$ cat src/rtl/imd_pkg.sv
// Constants, field layouts and carrier types for the interpolating modulator datapath
package imd_pkg;
  localparam int SAMPLE_W = 16;
  localparam int NUM_STAGES = 3;
  localparam int HB_TAPS = 4;
  localparam int FIFO_DEPTH = 16;
  localparam int REG_ADDR_W = 5;
  localparam int REG_DATA_W = 8;

  // Register map
  localparam logic [4:0] MODE_REG_ADDR = 5'h01;
  localparam logic [7:0] MODE_REG_RESET = 8'h00;

  // Field positions inside the mode register
  localparam int INTERP_HI = 7;
  localparam int INTERP_LO = 6;
  localparam int MODF_HI = 5;
  localparam int MODF_LO = 4;
  localparam int ZSTUFF_BIT = 3;
  localparam int CPLX_BIT = 2;
  localparam int NEGROT_BIT = 1;

  // Datapath constants
  localparam logic [15:0] MIDSCALE = 16'h8000;
  localparam logic signed [7:0] HB_INNER = 8'sh09;
  localparam int HB_SHIFT = 4;
  localparam logic signed [9:0] ROOT_HALF = 10'sh0B5;
  localparam int ROOT_SHIFT = 8;

  typedef enum logic [1:0] {
    IMD_MOD_OFF,
    IMD_MOD_HALF,
    IMD_MOD_QUARTER,
    IMD_MOD_EIGHTH
  } imd_modf_t;

  // Same bit order as the mode register
  typedef struct packed {
    logic [1:0] interp;
    imd_modf_t modf;
    logic zstuff;
    logic cplx;
    logic negrot;
    logic spare;
  } imd_mode_t;

  typedef struct packed {
    logic signed [15:0] i;
    logic signed [15:0] q;
  } imd_iq_t;
endpackage : imd_pkg

$ cat src/rtl/imd_datapath.sv
// Sample FIFO and the interpolate, modulate and zero-stuff datapath top
`timescale 1ns/1ps
`default_nettype none

////////////////////////////////////////////////////////////////////////////////
module imd_fifo #(
  parameter int W = 32,
  parameter int DEPTH = 16
) (
  // Clock and reset
  input wire logic clk_i,
  input wire logic reset_i,
  // Fill side
  input wire logic in_valid_i,
  input wire logic [W-1:0] in_data_i,
  output logic in_ready_o,
  // Drain side
  output logic out_valid_o,
  output logic [W-1:0] out_data_o,
  input wire logic out_ready_i
);
  localparam int AW = $clog2(DEPTH);

  typedef struct packed {
    logic [DEPTH-1:0][W-1:0] mem;
    logic [AW-1:0] wp;
    logic [AW-1:0] rp;
    logic [AW:0] cnt;
    logic full;
    logic empty;
  } imd_fifo_state_t;

  imd_fifo_state_t st;
  imd_fifo_state_t next_st;
  logic push;
  logic pop;

  assign push = in_valid_i && !st.full;
  assign pop = out_ready_i && !st.empty;
  assign in_ready_o = !st.full;
  assign out_valid_o = !st.empty;
  assign out_data_o = st.mem[st.rp];

  always_comb begin
    next_st = st;
    if (push) begin
      next_st.mem[st.wp] = in_data_i;
      next_st.wp = st.wp + 1'b1;
    end
    if (pop) begin
      next_st.rp = st.rp + 1'b1;
    end
    case ({push, pop})
      2'b10: next_st.cnt = st.cnt + 1'b1;
      2'b01: next_st.cnt = st.cnt - 1'b1;
      default: next_st.cnt = st.cnt;
    endcase
    // Flags kept in flops so the fill-side ready is registered
    next_st.full = (next_st.cnt == (AW + 1)'(DEPTH));
    next_st.empty = (next_st.cnt == '0);
  end

  always_ff @(posedge clk_i or posedge reset_i) begin
    if (reset_i) begin
      st <= '0;
      st.empty <= 1'b1;
    end else begin
      st <= next_st;
    end
  end
endmodule : imd_fifo

////////////////////////////////////////////////////////////////////////////////
// Summary of operation
// - I and Q each own three half-band stages
// - Interpolation rate from mode bits 7:6
// - Rate code 00 bypasses all filtering
// - Code 01 doubles; half-rate carrier +1,-1
// - Code 10 quadruples; quarter carrier 0,+1,0,-1
// - Code 11 octuples; eighth carrier of 0.707 steps
// - Modulation frequency from mode bits 5:4
// - Modulator acts on filter outputs, or on the raw input at rate code 00
// - Stuffing bit doubles rate, inserts midscale
// - Midscale inserted after modulator, before converter
// - Bit 2 couples both modulators into complex
// - Complex rotation selectable positive or negative
// - Positive rotation: cosine real, sine imaginary
// - Bit 1 selects the rotation direction
// - Complex result valid only at quarter, eighth
// - Sample clock is converter clock over ratio
module imd_datapath (
  // Clock and reset
  input wire logic clk_i,
  input wire logic reset_i,
  // Mode register port
  input wire logic reg_wr_i,
  input wire logic [imd_pkg::REG_ADDR_W-1:0] reg_addr_i,
  input wire logic [imd_pkg::REG_DATA_W-1:0] reg_wdata_i,
  output logic [imd_pkg::REG_DATA_W-1:0] reg_rdata_o,
  // Baseband sample source
  input wire logic src_valid_i,
  input wire imd_pkg::imd_iq_t src_data_i,
  output logic src_ready_o,
  output logic input_sample_clock_out_o,
  output logic underrun_o,
  // Converter core codes, offset binary
  output logic [imd_pkg::SAMPLE_W-1:0] dac_i_o,
  output logic [imd_pkg::SAMPLE_W-1:0] dac_q_o
);
  import imd_pkg::*;

  typedef struct packed {
    imd_mode_t mode;
    logic [3:0] dc;
    logic [2:0] mph;
    logic [1:0][NUM_STAGES-1:0][HB_TAPS-1:0][SAMPLE_W-1:0] dly;
    logic [1:0][NUM_STAGES-1:0][SAMPLE_W-1:0] sout;
    logic [1:0][SAMPLE_W-1:0] fsmp;
    logic [1:0][SAMPLE_W-1:0] modo;
    logic [1:0][SAMPLE_W-1:0] dac;
    logic clk_out;
    logic [REG_DATA_W-1:0] rdata;
    logic underrun;
  } imd_state_t;

  imd_state_t st;
  imd_state_t next_st;
  logic tick;
  logic take;
  logic [2:0] p;
  logic [2:0] shamt;
  logic [4:0] period;
  logic fifo_valid;
  imd_iq_t fifo_data;

  function automatic logic [15:0] sat16(input logic signed [21:0] v);
    if (v > 22'sh007FFF) begin
      return 16'h7FFF;
    end else if (v < 22'sh3F8000) begin
      return 16'h8000;
    end
    return v[15:0];
  endfunction : sat16

  // Odd phase tap set -1, 9, 9, -1 over 16; unity gain so no rescale needed
  function automatic logic [15:0] halfband(input logic [HB_TAPS-1:0][SAMPLE_W-1:0] d);
    logic signed [21:0] a;
    logic signed [21:0] b;
    logic signed [21:0] acc;
    a = 22'($signed(d[1])) + 22'($signed(d[2]));
    b = 22'($signed(d[0])) + 22'($signed(d[3]));
    acc = 22'(a * HB_INNER) - b;
    return sat16(acc >>> HB_SHIFT);
  endfunction : halfband

  // Eighth-rate sine table; code 2 is unity, code 1 is 0.707
  function automatic logic signed [2:0] sine8(input logic [2:0] m);
    case (m)
      3'h1, 3'h3: return 3'sh1;
      3'h2: return 3'sh2;
      3'h5, 3'h7: return -3'sh1;
      3'h6: return -3'sh2;
      default: return 3'sh0;
    endcase
  endfunction : sine8

  function automatic logic signed [21:0] cmul(input logic [15:0] x,
                                             input logic signed [2:0] c);
    logic signed [21:0] xe;
    logic signed [21:0] h;
    xe = 22'($signed(x));
    h = 22'(xe * ROOT_HALF) >>> ROOT_SHIFT;
    case (c)
      3'sh2: return xe;
      -3'sh2: return -xe;
      3'sh1: return h;
      -3'sh1: return -h;
      default: return 22'sh000000;
    endcase
  endfunction : cmul

  ////////////////////////////////////////////////////////////////////////////
  // Rate timing, all derived from the mode register
  assign shamt = {1'b0, st.mode.interp} + {2'b00, st.mode.zstuff};
  assign period = 5'h01 << shamt;
  assign tick = st.mode.zstuff ? !st.dc[0] : 1'b1;
  assign p = st.mode.zstuff ? st.dc[3:1] : st.dc[2:0];
  assign take = tick && ((p & 3'((4'h1 << st.mode.interp) - 4'h1)) == 3'h0);

  imd_fifo #(
    .W($bits(imd_iq_t)),
    .DEPTH(FIFO_DEPTH)
  ) u_fifo (
    .clk_i(clk_i),
    .reset_i(reset_i),
    .in_valid_i(src_valid_i),
    .in_data_i(src_data_i),
    .in_ready_o(src_ready_o),
    .out_valid_o(fifo_valid),
    .out_data_o(fifo_data),
    .out_ready_i(take)
  );

  always_comb begin
    logic [1:0][SAMPLE_W-1:0] chain;
    logic [SAMPLE_W-1:0] src;
    logic [2:0] sidx;
    logic signed [2:0] sc;
    logic signed [2:0] cc;
    logic signed [2:0] sn;
    logic signed [2:0] car;
    chain = '0;
    src = '0;
    sidx = '0;
    sc = '0;
    cc = '0;
    sn = '0;
    car = '0;
    next_st = st;
    // Fresh baseband sample, or zero on underrun, on every input-rate slot
    if (take) begin
      if (fifo_valid) begin
        next_st.fsmp = {fifo_data.q, fifo_data.i};
      end else begin
        next_st.fsmp = '0;
        next_st.underrun = 1'b1;
      end
    end
    // Stage k sits k places from the output; inactive ones are skipped
    for (int ch = 0; ch < 2; ch++) begin
      for (int k = 0; k < NUM_STAGES; k++) begin
        if (k < int'(st.mode.interp)) begin
          src = (k + 1 < int'(st.mode.interp)) ? st.sout[ch][k+1] : st.fsmp[ch];
          if (tick && ((p & 3'((4'h1 << k) - 4'h1)) == 3'h0)) begin
            next_st.sout[ch][k] = p[k] ? halfband(st.dly[ch][k]) : st.dly[ch][k][1];
          end
          if (tick && ((p & 3'((4'h2 << k) - 4'h1)) == 3'h0)) begin
            next_st.dly[ch][k] = {st.dly[ch][k][2:0], src};
          end
        end
      end
      chain[ch] = (st.mode.interp == 2'h0) ? st.fsmp[ch] : st.sout[ch][0];
    end
    // Carrier phase steps once per modulated sample
    sidx = 3'(st.mph << (2'h3 - st.mode.modf));
    sc = sine8(sidx);
    cc = sine8(sidx + 3'h2);
    sn = st.mode.negrot ? -sc : sc;
    car = (st.mode.modf == IMD_MOD_HALF) ? cc : sc;
    if (tick) begin
      next_st.mph = st.mph + 3'h1;
      if (st.mode.modf == IMD_MOD_OFF) begin
        next_st.modo = chain;
      end else if (st.mode.cplx) begin
        // At half rate the sine is all zeros, so this degrades to real mixing
        next_st.modo[0] = sat16(cmul(chain[0], cc) - cmul(chain[1], sn));
        next_st.modo[1] = sat16(cmul(chain[0], sn) + cmul(chain[1], cc));
      end else begin
        next_st.modo[0] = sat16(cmul(chain[0], car));
        next_st.modo[1] = sat16(cmul(chain[1], car));
      end
    end
    // Stuffing slot follows every modulated sample
    for (int ch = 0; ch < 2; ch++) begin
      if (st.mode.zstuff && !tick) begin
        next_st.dac[ch] = MIDSCALE;
      end else begin
        next_st.dac[ch] = {~st.modo[ch][15], st.modo[ch][14:0]};
      end
    end
    next_st.dc = ({1'b0, st.dc} == period - 5'h01) ? 4'h0 : st.dc + 4'h1;
    // A mode write restarts divider and carrier phase
    if (reg_wr_i && (reg_addr_i == MODE_REG_ADDR)) begin
      next_st.mode = imd_mode_t'(reg_wdata_i);
      next_st.dc = 4'h0;
      next_st.mph = 3'h0;
      next_st.underrun = take && !fifo_valid;
    end
    // Undivided case cannot toggle from a flop, so it stays high
    next_st.clk_out = (period == 5'h01) || ({1'b0, next_st.dc} < (period >> 1));
    next_st.rdata = (reg_addr_i == MODE_REG_ADDR) ? st.mode : 8'h00;
  end

  always_ff @(posedge clk_i or posedge reset_i) begin
    if (reset_i) begin
      st <= '0;
      st.mode <= imd_mode_t'(MODE_REG_RESET);
      st.dac <= {MIDSCALE, MIDSCALE};
      st.clk_out <= 1'b1;
    end else begin
      st <= next_st;
    end
  end

  assign reg_rdata_o = st.rdata;
  assign input_sample_clock_out_o = st.clk_out;
  assign underrun_o = st.underrun;
  assign dac_i_o = st.dac[0];
  assign dac_q_o = st.dac[1];

  ////////////////////////////////////////////////////////////////////////////
  // Checking helpers
  logic [4:0] since_take;
  logic armed;
  logic [1:0][SAMPLE_W-1:0] chain_now;

  assign chain_now[0] = (st.mode.interp == 2'h0) ? st.fsmp[0] : st.sout[0][0];
  assign chain_now[1] = (st.mode.interp == 2'h0) ? st.fsmp[1] : st.sout[1][0];

  always_ff @(posedge clk_i or posedge reset_i) begin
    if (reset_i) begin
      since_take <= 5'h00;
      armed <= 1'b0;
    end else if (reg_wr_i) begin
      since_take <= 5'h00;
      armed <= 1'b0;
    end else if (take) begin
      since_take <= 5'h00;
      armed <= 1'b1;
    end else begin
      since_take <= since_take + 5'h01;
    end
  end
endmodule : imd_datapath

`default_nettype wire

$ cat config.mk
export PLATFORM = sky130hd
export DESIGN_NAME = imd_datapath
export DESIGN_NICKNAME = d
export VERILOG_FILES = /design/src/rtl/imd_pkg.sv /design/src/rtl/imd_datapath.sv
export SDC_FILE = /design/constraint.sdc
export NUM_CORES = 2
export LEC_CHECK = 0
export ABC_AREA = 1
export BUFFER_PORTS_ARGS = -buffer_cell sky130_fd_sc_hd__buf_2
export CAP_MARGIN = 20
export CELL_PAD_IN_SITES_DETAIL_PLACEMENT = 1
export CELL_PAD_IN_SITES_GLOBAL_PLACEMENT = 1
export CORE_MARGIN = 2
export CORE_UTILIZATION = 50
export DETAILED_ROUTE_END_ITERATION = 8
export PLACE_DENSITY = 0.79
export SYNTH_ARGS = -nofsm -noshare
export SYNTH_HDL_FRONTEND = slang
export SYNTH_SLANG_ARGS = --single-unit
$ cat constraint.sdc
create_clock -name clk_i -period 89.2 [get_ports clk_i]
set_input_delay 13.38 -clock clk_i [delete_from_list [all_inputs] [get_ports clk_i]]
set_output_delay 13.38 -clock clk_i [all_outputs]
set_load 0.01 [all_outputs]
==> results.sh <==
export IMPL_cap_violations=0
export IMPL_die_w_um=402
export IMPL_die_area_um2=161000
export IMPL_path_class="in -> async"
export IMPL_drc=0
export IMPL_finalSetupViolations=0
export IMPL_synthesis_nets=11000
export IMPL_cpPeakStageDelay_ns=0.85
export IMPL_worstPathRequired_ns=90.02
export IMPL_r2r_setup_slack_ns=78.43
export IMPL_cts_htree_levels=4
export IMPL_path_clk_slew_ns=0.06
export IMPL_grt_pass1_vias=73500
export IMPL_endpoint_kind="async pin"
export IMPL_cts_resized=0
export IMPL_slew_violations=0
export IMPL_final_util_pct=54.3
export IMPL_synth_cell_types=69
export IMPL_drt_iter0_drc=4416
export IMPL_setup_tns_ns=0
export IMPL_drt_first_pass_iters=6
export IMPL_fin_crit_sh_pct=19.4
export IMPL_wl_per_cell_um=21.6
export IMPL_synth_edf_count=0
export IMPL_synth_area_leader_cell="dfrtp_1"
export IMPL_hp_class="reg -> reg"
export IMPL_path_cells="buf_2 > inv_8 > buf_4 > buf_4 > buf_4 > buf_4 > buf_4"
export IMPL_grt_pass1_wl_um=414000
export IMPL_place_area_um2=81000
export IMPL_finClkSkew_ns=0.0630
export IMPL_drive_above_1_share_pct=6.44
export IMPL_hold_buffers=0
export IMPL_synthCells=10100
export IMPL_ys_seq_area_share_pct=35.7
export IMPL_yosysTopAreaCellShare_pct=35.5
export IMPL_synthArstFlopShare_pct=100
export IMPL_fin_crit_ns=17.29
export IMPL_vias_per_cell=5.68
export IMPL_postSynthAreaPerCell_um2=7.86
export IMPL_clock_tree_root_cell="clkbuf_16"
export IMPL_grt_usage_pct=32.5
export IMPL_dpl_hpwl_um=183000
export IMPL_clock_latency_ns=0.81
export IMPL_ant_nets=0
export IMPL_final_area_um2=85600
export IMPL_ys_top_cells_by_area="dfrtp_1, nand2_1, ha_1"
export IMPL_cp_arrival_ns=18.10
export IMPL_initial_utilization_pct=50.1
export IMPL_critPathLaunchType="primary input"
export IMPL_slowest_stage="buf_4"
export IMPL_routed_wl_um=261000
export IMPL_post_cts_buffers=0
export IMPL_gp_congestion=0.904
export IMPL_rsz0062_at_grt="false"
export IMPL_worstPathMaxFanout=105
export IMPL_cts_sinks=1128
export IMPL_io_buffers=91
export IMPL_syn_to_final_growth_pct=8.19
export IMPL_ys_dominant_reg_cell="dfrtp_1"
export IMPL_status="complete, no violations"
export IMPL_cts_buffer_depth=3
export IMPL_rows=146
export IMPL_yosysWarnings=0
export IMPL_fmax_mhz=57.8
export IMPL_final_hold_viol_count=0
export IMPL_die_y_um=402
export IMPL_crit_top_cell="buf_4"
export IMPL_core_region_area_um2=158000
export IMPL_slew_headroom_pct=30.0
export IMPL_cts_made_buffers=130
export IMPL_final_nets=10900
export IMPL_netlist_area_um2=79100
export IMPL_grt_max_degree=174
export IMPL_grt_overflow=0
export IMPL_cts_tree="yes"
export IMPL_tightest_slew_ns=1.05
export IMPL_vias=68800
export IMPL_antenna_found_initial=15
export IMPL_synth_seq_cells=1128
export IMPL_ios=92
## final timing paths
check | cells past startpoint | to | startpoint
worst min-delay path | 1 | dac_q_o[15]$_DFF_PP1_ | st[73]$_DFFE_PP0N_
worst max register to register | 44 | st[59]$_DFFE_PP0N_ | st[600]$_DFFE_PP0P_
max in group clk_i | 1 | dac_i_o[15] | dac_i_o[15]$_DFF_PP1_
worst min register to register | 1 | dac_q_o[15]$_DFF_PP1_ | st[73]$_DFFE_PP0N_
worst max-delay path | 7 | st[64]$_DFFE_PP0N_ | reset_i
min in group asynchronous | 2 | st[343]$_DFFE_PP0P_ | reset_i
## area by class of cell
cell class | count | area, um^2
tap | 2072 | 2590
multi-input combinational | 6819 | 42800
timing repair buffer | 192 | 1320
fill | 19400 | 72200
clock buffer | 185 | 3720
sequential | 1128 | 28200
inverter | 1650 | 6200
clock inverter | 45 | 752
antenna | 6 | 15.0
## cell usage in the layout, fill, tap and decap left out, types with 29 or more instances in the layout
master,netlist,layout
o21bai_1,42,42
xnor2_1,58,58
o221ai_1,33,33
or2_2,51,51
clkbuf_16,0,130
clkbuf_1,381,29
o22ai_1,59,59
nand3_1,322,318
nand2_1,2257,2251
inv_1,1612,1606
a21oi_1,595,595
dfrtp_1,1124,1122
buf_2,18,91
buf_4,43,94
ha_1,633,633
nand4_1,52,52
xor2_1,193,193
fa_1,275,275
a221o_1,33,33
o211ai_1,125,125
o21ai_0,1163,1163
nor2_1,509,491
nand2_2,39,45
nor3_1,54,53
inv_2,26,30
o2111ai_1,51,51
## synthesized netlist by cell type (all sizes together), types with 2 or more instances
cell and number:
nand2 2308, inv 1638, o21ai 1210, dfrtp 1124, ha 633, a21oi 596
nor2 523, clkbuf 381, nand3 347, fa 275, xor2 195, o211ai 126
buf 93, nor3 60, o22ai 59, xnor2 58, nand4 54, or2 52
o2111ai 51, o21bai 44, a221o 33, o221ai 33, nand3b 27, a221oi 18
a31oi 16, a21o 14, nor4 14, a22oi 13, o21a 13, clkinv 12
a21boi 10, o31ai 9, a211oi 6, o311ai 6, and2 5, dfstp 4
a2111oi 2, a22o 2, and3 2
## state kept, by name (all words and copies together), names as in the netlist
signal and count:
st 559, u_fifo.st 527, dac_i_o 16, dac_q_o 16, reg_rdata_o 8, input_sample_clock_out_o 1
underrun_o 1
## cells by family (layout without fill, tap and decap cells)
family | after synthesis | in the layout | synth area share, %
flops | 1128 | 1128 | 35.7
simple gates | 3394 | 3394 | 17.9
other cells | 0 | 6 | 0
compound gates | 2264 | 2264 | 16.2
fa+ha+maj | 908 | 908 | 17.0
buf+inv | 2124 | 2072 | 10.5
xor+xnor | 253 | 253 | 2.82
## worst max-delay path: cells and delay by family
| kind | cells | cell delay [ns] |
|---|---|---|
| buffers and inverters | 7 | 4.51 |
## per-stage QoR
stage,hold WS [ns],std cells,setup slack (ns)
6_report,0.398,12100,71.91
5_1_grt,0.411,12100,71.19
4_1_cts,0.400,12100,71.65
3_5_place_dp,0.391,11900,70.82
3_3_place_gp,0.396,11900,70.92
2_1_floorplan,0.376,10100,44.06
## routing by layer
layer,routed length (um),part of all wire [%],global-route usage [%]
met1,111000,43,41.8
met2,126000,48,55.0
met5,86,0.033,0
met3,12300,4.7,4.40
met4,11400,4.4,13.5
Power is left out: the tool's default activity adds up to more than one toggle a clock period on the data nets, which glitch-free logic cannot reach.
